===== config.mk =====
export PLATFORM = sky130hd
export DESIGN_NAME = dual_dac_control_regs
export DESIGN_NICKNAME = d
export VERILOG_FILES = /design/src/hw/dac_ctrl_pkg.sv /design/src/hw/dac_conv_decode.sv /design/src/hw/dac_wb_slave.sv /design/src/hw/dual_dac_control_regs.sv
export SDC_FILE = /design/constraint.sdc
export NUM_CORES = 1
export LEC_CHECK = 0
export BUFFER_PORTS_ARGS = -buffer_cell sky130_fd_sc_hd__buf_2
export CORE_UTILIZATION = 40
export CTS_BUF_LIST = sky130_fd_sc_hd__clkbuf_16
export DETAILED_ROUTE_END_ITERATION = 8
export MAX_ROUTING_LAYER = met4
export PLACE_DENSITY = 0.76
export SLEW_MARGIN = 20
export SYNTH_ARGS = -nofsm -noshare
export SYNTH_HDL_FRONTEND = slang
export SYNTH_SLANG_ARGS = --single-unit

===== constraint.sdc =====
create_clock -name clock_i -period 1.6 [get_ports clock_i]
set_input_delay 0 -clock clock_i [delete_from_list [all_inputs] [get_ports clock_i]]
set_output_delay 0 -clock clock_i [all_outputs]
set_load 0.03 [all_outputs]

===== src/hw/dac_ctrl_pkg.sv =====
// Purpose: shared constants for the two-channel converter control block
// Assumes: classic Wishbone slave, 32-bit data, byte addresses
// Notes:   register indices kept as printed; byte address is four times index
package dac_ctrl_pkg;
  // printed offsets, kept as indices (not multiples of four)
  localparam logic [19:0] IDX_CODE_CH0   = 20'hFFF9C;
  localparam logic [19:0] IDX_CODE_CH1   = 20'hFFF9D;
  localparam logic [19:0] IDX_CONTROL    = 20'hFFF9E;
  localparam logic [19:0] IDX_STBY_CTRL  = 20'hEE01A;
  localparam int          ADDR_W         = 22;
  // reset values
  localparam logic [7:0]  CODE_RST       = 8'h00;
  localparam logic [7:0]  CONTROL_RST    = 8'h1F;
  localparam logic [7:0]  STBY_CTRL_RST  = 8'hFE;
  // field positions
  localparam int          BIT_OE1        = 7;
  localparam int          BIT_OE0        = 6;
  localparam int          BIT_JOINT      = 5;
  localparam int          BIT_KEEP       = 0;
  // reserved bits read as one
  localparam logic [7:0]  CONTROL_RSVD   = 8'h1F;
  localparam logic [7:0]  STBY_RSVD      = 8'hFE;
  // power states
  typedef enum logic [1:0] {
    PWR_RUN,
    PWR_SW_STBY,
    PWR_HW_STBY
  } pwr_e;

  // byte address of a register index
  function automatic logic [ADDR_W-1:0] byte_addr(input logic [19:0] idx);
    byte_addr = {idx, 2'b00};
  endfunction : byte_addr
endpackage : dac_ctrl_pkg


===== src/hw/dac_conv_decode.sv =====
// Purpose: decode conversion and pin-drive enables from control bits
// Assumes: enable inputs are register outputs of the control register
// Notes:   purely combinational
`timescale 1ns/1ps
`default_nettype none
module dac_conv_decode (
  input  wire logic oe0_i,
  input  wire logic oe1_i,
  input  wire logic joint_i,
  input  wire logic out_ok_i,
  output logic      conv0_o,
  output logic      conv1_o,
  output logic      drive0_o,
  output logic      drive1_o
);
  logic any_oe;

  // RULE8 conversion enable decode
  // RULE7 grouping joins channels
  assign any_oe   = oe0_i | oe1_i;
  assign conv0_o  = out_ok_i & (oe0_i | (joint_i & any_oe));
  assign conv1_o  = out_ok_i & (oe1_i | (joint_i & any_oe));
  // RULE9 drive follows own enable
  // RULE15 cleared enable releases pin
  assign drive0_o = out_ok_i & oe0_i;
  assign drive1_o = out_ok_i & oe1_i;
endmodule : dac_conv_decode
`default_nettype wire


===== src/hw/dac_wb_slave.sv =====
// Purpose: classic Wishbone handshake and address decode for four registers
// Assumes: single classic cycles; ack one cycle after stb, one cycle wide
// Notes:   unmapped addresses are acked and read as zero
`timescale 1ns/1ps
`default_nettype none
module dac_wb_slave
  import dac_ctrl_pkg::*;
(
  input  wire logic              clock_i,
  input  wire logic              srst_i,
  input  wire logic              cyc_i,
  input  wire logic              stb_i,
  input  wire logic [ADDR_W-1:0] adr_i,
  output logic                   ack_o,
  output logic                   req_o,
  output logic [1:0]             sel_reg_o,
  output logic                   hit_o
);
  // request seen this cycle and not yet answered
  assign req_o = cyc_i & stb_i & ~ack_o;

  // ack pulse
  always_ff @(posedge clock_i) begin
    if (srst_i) begin
      ack_o <= 1'b0;
    end else begin
      ack_o <= req_o;
    end
  end

  // address decode
  always_comb begin
    hit_o     = 1'b1;
    sel_reg_o = 2'd0;
    if (adr_i == byte_addr(IDX_CODE_CH0)) begin
      sel_reg_o = 2'd0;
    end else if (adr_i == byte_addr(IDX_CODE_CH1)) begin
      sel_reg_o = 2'd1;
    end else if (adr_i == byte_addr(IDX_CONTROL)) begin
      sel_reg_o = 2'd2;
    end else if (adr_i == byte_addr(IDX_STBY_CTRL)) begin
      sel_reg_o = 2'd3;
    end else begin
      hit_o = 1'b0;
    end
  end
endmodule : dac_wb_slave
`default_nettype wire


===== src/hw/dual_dac_control_regs.sv =====
// Purpose: register file and enable logic for a two-channel 8-bit converter
// Assumes: Wishbone classic slave; standby levels come from power control
// Notes:   outputs to the analog macro are registered
//
// Behaviour
// RULE1 - data register code feeds converter continuously
// RULE2 - codes clear on reset and standby
// RULE3 - keep bit set retains registers in software standby
// RULE4 - control register resets to 1F
// RULE5 - bit 7 enables channel 1
// RULE6 - bit 6 enables channel 0
// RULE7 - bit 5 groups both conversions
// RULE8 - enable decode table for both channels
// RULE9 - pin drive follows own enable only
// RULE10 - reserved bits ignore writes, read one
// RULE11 - standby control resets FE, survives software standby
// RULE12 - bit 0 governs output in software standby
// RULE13 - zero disables, one keeps output in standby
// RULE14 - new code converts at once
// RULE15 - cleared enable returns pin to input
// RULE16 - registered enables and codes next cycle
`timescale 1ns/1ps
`default_nettype none
module dual_dac_control_regs
  import dac_ctrl_pkg::*;
(
  input  wire logic              clock_i,
  input  wire logic              srst_i,
  input  wire logic              sw_standby_i,
  input  wire logic              hw_standby_i,
  input  wire logic              wb_cyc_i,
  input  wire logic              wb_stb_i,
  input  wire logic              wb_we_i,
  input  wire logic [3:0]        wb_sel_i,
  input  wire logic [ADDR_W-1:0] wb_adr_i,
  input  wire logic [31:0]       wb_dat_i,
  output logic [31:0]            wb_dat_o,
  output logic                   wb_ack_o,
  output logic                   conv_en0_o,
  output logic                   conv_en1_o,
  output logic                   analog_out_pin0_oe_o,
  output logic                   analog_out_pin1_oe_o,
  output logic [7:0]             code_ch0_o,
  output logic [7:0]             code_ch1_o,
  output logic                   stby_state_o
);
  logic [7:0] dac_code_ch0_r;
  logic [7:0] dac_code_ch1_r;
  logic       out_enable_ch0_r;
  logic       out_enable_ch1_r;
  logic       joint_conversion_r;
  logic       standby_output_keep_r;
  pwr_e       pwr_r;
  pwr_e       pwr_nxt;
  logic       req;
  logic       hit;
  logic [1:0] sel_reg;
  logic       wr;
  logic       init_regs;
  logic       out_ok;
  logic       conv0;
  logic       conv1;
  logic       drv0;
  logic       drv1;
  logic [7:0] rd_byte;

  dac_wb_slave u_bus (
    .clock_i   (clock_i),
    .srst_i    (srst_i),
    .cyc_i     (wb_cyc_i),
    .stb_i     (wb_stb_i),
    .adr_i     (wb_adr_i),
    .ack_o     (wb_ack_o),
    .req_o     (req),
    .sel_reg_o (sel_reg),
    .hit_o     (hit)
  );

  // power state: hardware standby wins over software standby
  always_comb begin
    pwr_nxt = PWR_RUN;
    if (hw_standby_i) begin
      pwr_nxt = PWR_HW_STBY;
    end else if (sw_standby_i) begin
      pwr_nxt = PWR_SW_STBY;
    end
  end

  always_ff @(posedge clock_i) begin
    if (srst_i) begin
      pwr_r <= PWR_RUN;
    end else begin
      pwr_r <= pwr_nxt;
    end
  end

  // RULE2 standby initialises registers
  // RULE3 keep bit retains in software standby
  always_comb begin
    case (pwr_nxt)
      PWR_HW_STBY: init_regs = 1'b1;
      PWR_SW_STBY: init_regs = ~standby_output_keep_r;
      default:     init_regs = 1'b0;
    endcase
  end

  // RULE13 output allowed only in run or kept standby
  always_comb begin
    case (pwr_r)
      PWR_RUN:     out_ok = 1'b1;
      PWR_SW_STBY: out_ok = standby_output_keep_r;
      default:     out_ok = 1'b0;
    endcase
  end

  // writes land on the ack edge, low byte lane
  assign wr = req & wb_we_i & hit & wb_sel_i[0];

  // RULE1 channel 0 data register
  // RULE14 new code takes effect at once
  always_ff @(posedge clock_i) begin
    if (srst_i || init_regs) begin
      dac_code_ch0_r <= CODE_RST;
    end else if (wr && sel_reg == 2'd0) begin
      dac_code_ch0_r <= wb_dat_i[7:0];
    end
  end

  // channel 1 data register
  always_ff @(posedge clock_i) begin
    if (srst_i || init_regs) begin
      dac_code_ch1_r <= CODE_RST;
    end else if (wr && sel_reg == 2'd1) begin
      dac_code_ch1_r <= wb_dat_i[7:0];
    end
  end

  // RULE4 control register reset
  // RULE5 channel 1 enable bit
  // RULE6 channel 0 enable bit
  always_ff @(posedge clock_i) begin
    if (srst_i || init_regs) begin
      out_enable_ch1_r   <= CONTROL_RST[BIT_OE1];
      out_enable_ch0_r   <= CONTROL_RST[BIT_OE0];
      joint_conversion_r <= CONTROL_RST[BIT_JOINT];
    end else if (wr && sel_reg == 2'd2) begin
      out_enable_ch1_r   <= wb_dat_i[BIT_OE1];
      out_enable_ch0_r   <= wb_dat_i[BIT_OE0];
      joint_conversion_r <= wb_dat_i[BIT_JOINT];
    end
  end

  // RULE11 standby control survives software standby
  // RULE12 keep bit write
  always_ff @(posedge clock_i) begin
    if (srst_i || pwr_nxt == PWR_HW_STBY) begin
      standby_output_keep_r <= STBY_CTRL_RST[BIT_KEEP];
    end else if (wr && sel_reg == 2'd3) begin
      standby_output_keep_r <= wb_dat_i[BIT_KEEP];
    end
  end

  dac_conv_decode u_dec (
    .oe0_i    (out_enable_ch0_r),
    .oe1_i    (out_enable_ch1_r),
    .joint_i  (joint_conversion_r),
    .out_ok_i (out_ok),
    .conv0_o  (conv0),
    .conv1_o  (conv1),
    .drive0_o (drv0),
    .drive1_o (drv1)
  );

  // RULE16 registered outputs to analog macro
  always_ff @(posedge clock_i) begin
    if (srst_i) begin
      conv_en0_o           <= 1'b0;
      conv_en1_o           <= 1'b0;
      analog_out_pin0_oe_o <= 1'b0;
      analog_out_pin1_oe_o <= 1'b0;
      code_ch0_o           <= CODE_RST;
      code_ch1_o           <= CODE_RST;
      stby_state_o         <= 1'b0;
    end else begin
      conv_en0_o           <= conv0;
      conv_en1_o           <= conv1;
      analog_out_pin0_oe_o <= drv0;
      analog_out_pin1_oe_o <= drv1;
      code_ch0_o           <= dac_code_ch0_r;
      code_ch1_o           <= dac_code_ch1_r;
      stby_state_o         <= (pwr_r != PWR_RUN);
    end
  end

  // RULE10 reserved bits read as one
  always_comb begin
    rd_byte = 8'h00;
    if (!hit) begin
      rd_byte = 8'h00;
    end else if (sel_reg == 2'd0) begin
      rd_byte = dac_code_ch0_r;
    end else if (sel_reg == 2'd1) begin
      rd_byte = dac_code_ch1_r;
    end else if (sel_reg == 2'd2) begin
      rd_byte = {out_enable_ch1_r, out_enable_ch0_r, joint_conversion_r, 5'h00} | CONTROL_RSVD;
    end else begin
      rd_byte = {7'h00, standby_output_keep_r} | STBY_RSVD;
    end
  end

  // read data captured with the ack
  always_ff @(posedge clock_i) begin
    if (srst_i) begin
      wb_dat_o <= 32'h0000_0000;
    end else if (req && !wb_we_i) begin
      wb_dat_o <= {24'h00_0000, rd_byte};
    end
  end
endmodule : dual_dac_control_regs
`default_nettype wire


**Word level (Yosys, flattened, before mapping)**

Index checks and enable logic that the tools add are counted.

- Bits in registers: 52
- Output and inout port bits: 54
- Logic and storage cells: 68

- Equal/unequal tests: 10
- Muxes and demuxes: 16
- Bitwise operators: 15
- Reductions and logical operators: 11

Operators with widths:

| operator | count |
|---|---|
| $eq A22 B22 Y1 const B | 4 |
| $mux W8 | 4 |
| $and A1 B1 Y1 | 10 |
| $mux W2 | 5 |
| $eq A2 B1 Y1 const B | 3 |
| $eq A2 B2 Y1 const B | 3 |
| $logic_and A1 B1 Y1 | 5 |
| $mux W1 | 5 |
| $logic_not A2 Y1 | 2 |
| $pmux W1 S2 | 2 |
| $or A1 B1 Y1 | 3 |
| $logic_or A1 B1 Y1 | 2 |
| $not A1 Y1 | 2 |
| $reduce_bool A2 Y1 | 1 |
| $logic_not A1 Y1 | 1 |

**Depth between registers and ports, before layout**

- Word-level depth: 10
- Mapped depth: 7

**Hierarchy**

Synthesis repeated with hierarchy kept, for this count alone.

- Cell total of the unflattened synthesis: 235
- Area, all modules: 2272.2 µm²

Modules (own cells, without submodules):

| module | times used | cells an instance | area an instance (µm²) | sequential area each (µm²) |
|---|---|---|---|---|
| dual_dac_control_regs | 1 | 208 | 2074.5 | 1021.0 |
| dac_wb_slave | 1 | 21 | 160.2 | 20.0 |
| dac_conv_decode | 1 | 6 | 37.5 | 0.0 |

**Worst setup path before layout**

OpenSTA, ideal clock, no wires.

- Path type: register -> register
- Start point: reg u_bus.ack_o
- End point: reg joint_conversion_r
- Setup time: 0.128 ns
- Arrival time: 1.477 ns
- Required time: 1.472 ns
- Path slack: -0.004 ns
- Cell stages (with the launch flop): 7
- Buffers on the path: 1
- Clock period less this slack: 1.604 ns
- Path through: dfxtp_1 nand3b_1 nor2_1 and4_1 clkbuf_1 mux2i_1 nor2_1

- Longest elaborated chain between the ends: 6

Ends and longest elaborated chain:

| what | RTL line | text |
|---|---|---|
| start, declared | dac_wb_slave.sv:14 | `output logic ack_o,` |
| start signal, assigned | dac_wb_slave.sv:27 | `ack_o <= req_o;` |
| $not A1 Y1 | dac_wb_slave.sv:20 | `assign req_o = cyc_i & stb_i & ~ack_o;` |
| $and A1 B1 Y1 | dac_wb_slave.sv:20 |  |
| $and A1 B1 Y1 (3 in series) | dual_dac_control_regs.sv:117 | `assign wr = req & wb_we_i & hit & wb_sel_i[0];` |
| $logic_and A1 B1 Y1 | dual_dac_control_regs.sv:146 | `end else if (wr && sel_reg == 2'd2) begin` |
| end signal, assigned | dual_dac_control_regs.sv:145 | `joint_conversion_r <= CONTROL_RST[BIT_JOINT];` |
| end signal, assigned | dual_dac_control_regs.sv:149 | `joint_conversion_r <= wb_dat_i[BIT_JOINT];` |
| end, declared | dual_dac_control_regs.sv:51 | `logic joint_conversion_r;` |

No other way between the ends.
A chain may end at the register's enable or synchronous reset.

**Final worst setup path**

- Start point: reg u_bus.ack_o
- End point: reg wb_dat_o[0]

- Longest elaborated chain between the ends: 3

Ends and longest elaborated chain:

| what | RTL line | text |
|---|---|---|
| $not A1 Y1 | dac_wb_slave.sv:20 |  |
| $and A1 B1 Y1 | dac_wb_slave.sv:20 |  |
| $logic_and A1 B1 Y1 | dual_dac_control_regs.sv:215 | `end else if (req && !wb_we_i) begin` |
| end signal, assigned | dual_dac_control_regs.sv:216 | `wb_dat_o <= {24'h00_0000, rd_byte};` |
| end, declared | dual_dac_control_regs.sv:37 | `output logic [31:0] wb_dat_o,` |

No other way between the ends.

==> metrics.md <==
| Metric | Value |
|---|---|
| Clock buffer depth | 2 |
| Complex-gate fraction of the synthesized area | 8.54% |
| Post-synth ARST share | 0% |
| Slowest cell on the critical path | or3_1 |
| Die width | 76.1 um |
| Mux cell area share after synthesis | 9.11% |
| Fin. max-slew vios | 0 |
| Routed vias | 1850 |
| Placed cells | 372 |
| Clock latency on the worst-skew pair | 0.29 ns |
| Yosys top cell area share | 47.4% |
| N_diodes | 0 |
| Post-route core utilization | 55.0% |
| Post-synthesis cell type count | 41 |
| Core area | 5200 um^2 |
| Synthesized area | 2200 um^2 |
| Sequential-to-total area share from yosys stat | 47.4% |
| Via density | 4.73 |
| Post-Route WL | 4820 um |
| Area growth from synthesis to layout | 30.4% |
| R2R setup slack | 0.09 ns |
| Nets | 385 |
| Drt drc | 0 |
| CP Launch Type | flip-flop |
| Leak | 1.44 nW |
| Largest family of logic cells by synthesized area | simple AND/OR/NAND/NOR gates |
| CP Capture Type | flip-flop |
| Gr ovfl total | 0 |
| Worst Setup Path Type | reg -> reg |
| Hold Path Class | in -> reg |
| Layout cells sized above 1 | 30.5% |
| Die area | 5790 um^2 |
| Initial antenna violation count | 0 |
| Layout Cells excl Fill | 391 |
| Largest net degree at the start of global routing | 20 |
| First-pass GRT wire length | 7790 um |
| Critical-path cell list | nand3b_1 -> or3_1 -> a211oi_1 -> and4b_1 -> a211o_1 |
| VDD IR max | 0.550 mV |
| WL/cell | 12.3 um |
| CTS tree | done |
| Synth Area in Adders | 0% |
| 1st-pass router iterations | 4 |
| P per Cell Area | 889 nW/um^2 |
| Iteration-0 DRC Markers | 85 |
| CP delay by family, top | simple AND/OR/NAND/NOR gates |
| DRT antenna net count | 0 |
| TritonCTS buffer count | 5 |
| GR Util All Layers | 17.6% |
| EDFF count, synth | 0 |
| Worst relative slew slack | 57.5% |
| Rows | 26 |
| Top-count cell post-synth | dfxtp_1 |
| Final Hold Fails | 0 |
| Synth Area in XOR/XNOR | 0% |
| Top post-synthesis cells by area | dfxtp_1 (47%), mux2i_1 (9.1%), buf_4 (8.2%) |
| IO Pins | 119 |
| Input/output buffers | 67 |
| CP required | 1.84 ns |
| H-tree Lvls | 2 |
| Post-synth top cells | dfxtp_1 (52), nor2_1 (38), buf_4 (24) |
| Max_cap viols | 0 |
| Yosys warns | 0 |
| Status | complete, no violations |
| Crit path buf inv count | 0 |
| Initial Util | 42.2% |
| Tmin final | 1.51 ns |
| Worst EP arrival | 1.75 ns |
| Average size of a mapped cell | 9.59 um^2 |
| Die extent in y | 76.1 um |
| Highest clock rate | 663 MHz |
| Root buf cell | clkbuf_16 |
| Critical-path maximum fanout | 3 |
| RePlAce Congestion | 0.777 |
| Syn Inst Count | 229 |
| Main synth FF type | dfxtp_1 |
| Worst-path clk slew | 0.07 ns |
| CP peak stage delay | 0.33 ns |
| Slew @ Worst Pin | 0.636 ns |
| Clock sink count | 52 |
| Final setup violation count | 0 |
| Tcrit/Tclk final | 94.3% |
| Biggest area consumer among synthesized cells | dfxtp_1 |
| Via count of the first global-routing pass | 1689 |
| Synthesized flop and latch total | 52 |
| Worst clock skew | 0.00428 ns |
| DP HPWL | 3570 um |
| Synth Area in Simple Gates | 25.1% |
| RSZ-0062 raised after global routing | no |
==> per-layer routing <==
metal / GRT usage [%] / part of all wire (%) / up-vias
met4: 6.54 / 1.5 / 0
met5: - / 0 / -
met2: 30.8 / 50 / 63
met3: 3.71 / 5.5 / 6
met1: 19.7 / 42 / 855
li1: - / - / 926
==> flip-flops by register name (all words and copies together) (netlist names), 2 cells and up <==
signal,cells
code_ch1_o,8
wb_dat_o,8
dac_code_ch1_r,8
pwr_r,2
dac_code_ch0_r,8
code_ch0_o,8
==> worst register-to-register path, delay by kind of cell (launching register included) <==
| kind | cells | cell delay [ns] |
|---|---|---|
| flip-flops | 1 | 0.30 |
| AO/OA/AOI/OAI | 2 | 0.39 |
| AND/OR/NAND/NOR | 3 | 0.76 |
==> cell type report <==
| cell class | instances | area, um^2 |
|---|---|---|
| inverters | 2 | 7.51 |
| well taps | 70 | 87.6 |
| clock inverters | 3 | 16.3 |
| multi-input cells | 167 | 1040 |
| fillers | 485 | 2340 |
| flip-flops and latches | 52 | 1040 |
| repair buffers | 92 | 549 |
| clock buffers | 5 | 125 |
==> worst paths after layout <==
path	start	endpoint	cells after the start
worst min-delay path	wb_dat_i[0]	dac_code_ch0_r[0]$_SDFFE_PP0P_	3
worst min register to register	wb_dat_o[2]$_SDFFE_PP0P_	wb_dat_o[2]$_SDFFE_PP0P_	2
worst max-delay path	u_bus.ack_o$_SDFF_PP0_	wb_dat_o[0]$_SDFFE_PP0P_	5
worst max register to register	u_bus.ack_o$_SDFF_PP0_	wb_dat_o[0]$_SDFFE_PP0P_	5
==> per-stage QoR <==
stage	area (um^2)	total power [mW]	hold WS (ns)	TNS, ns	worst slack (ns)
2_1_floorplan	2280	1.50	0.0716	-0.0128	-0.00427
3_5_place_dp	2610	1.53	0.222	-0.236	-0.136
5_1_grt	2870	2.64	0.000499	0	0.0133
4_1_cts	2840	2.56	0.00543	0	0.0445
3_3_place_gp	2610	1.53	0.210	-0.136	-0.0916
6_report	2870	2.55	0.00360	0	0.0917
==> kinds of logic (layout without fill, tap and decap cells) <==
logic type / Yosys count / count (layout)
AO/OA/AOI/OAI: 25 / 25
flip-flops: 52 / 52
multiplexers: 20 / 20
other: 1 / 24
buffers and inverters: 33 / 102
AND/OR/NAND/NOR: 98 / 98
==> what timing repair did <==
item                       in CTS  in global routing
hold endpoints to repair       16                  0
setup buffers                   0                  2
setup endpoints to repair       2                 11
gates resized for setup         1                  4
hold buffers                    9                  0
==> where the power goes <==
group / internal, mW / switching [mW]
Combinational: 0.0743 / 0.154
Clock: 0.571 / 0.447
Sequential: 1.30 / 0.00198
Total: 1.94 / 0.602
==> cell usage in the layout, fill, tap and decap left out, drive strengths merged, types with 2 or more instances in the layout <==
cell,instances
nor3,3
o211ai,2
and2,6
dlygate4sd3,9
nand4,3
conb,24
clkbuf,5
dfxtp,52
o21ai,4
and4,3
nand3b,2
o31ai,4
a21oi,3
nand4b,2
nand2,9
a22o,5
nor4,3
mux2i,20
nor2b,19
a221oi,2
buf,83
nor2,38
nand3,4
inv,4
Power figures use the tool's default switching activity.
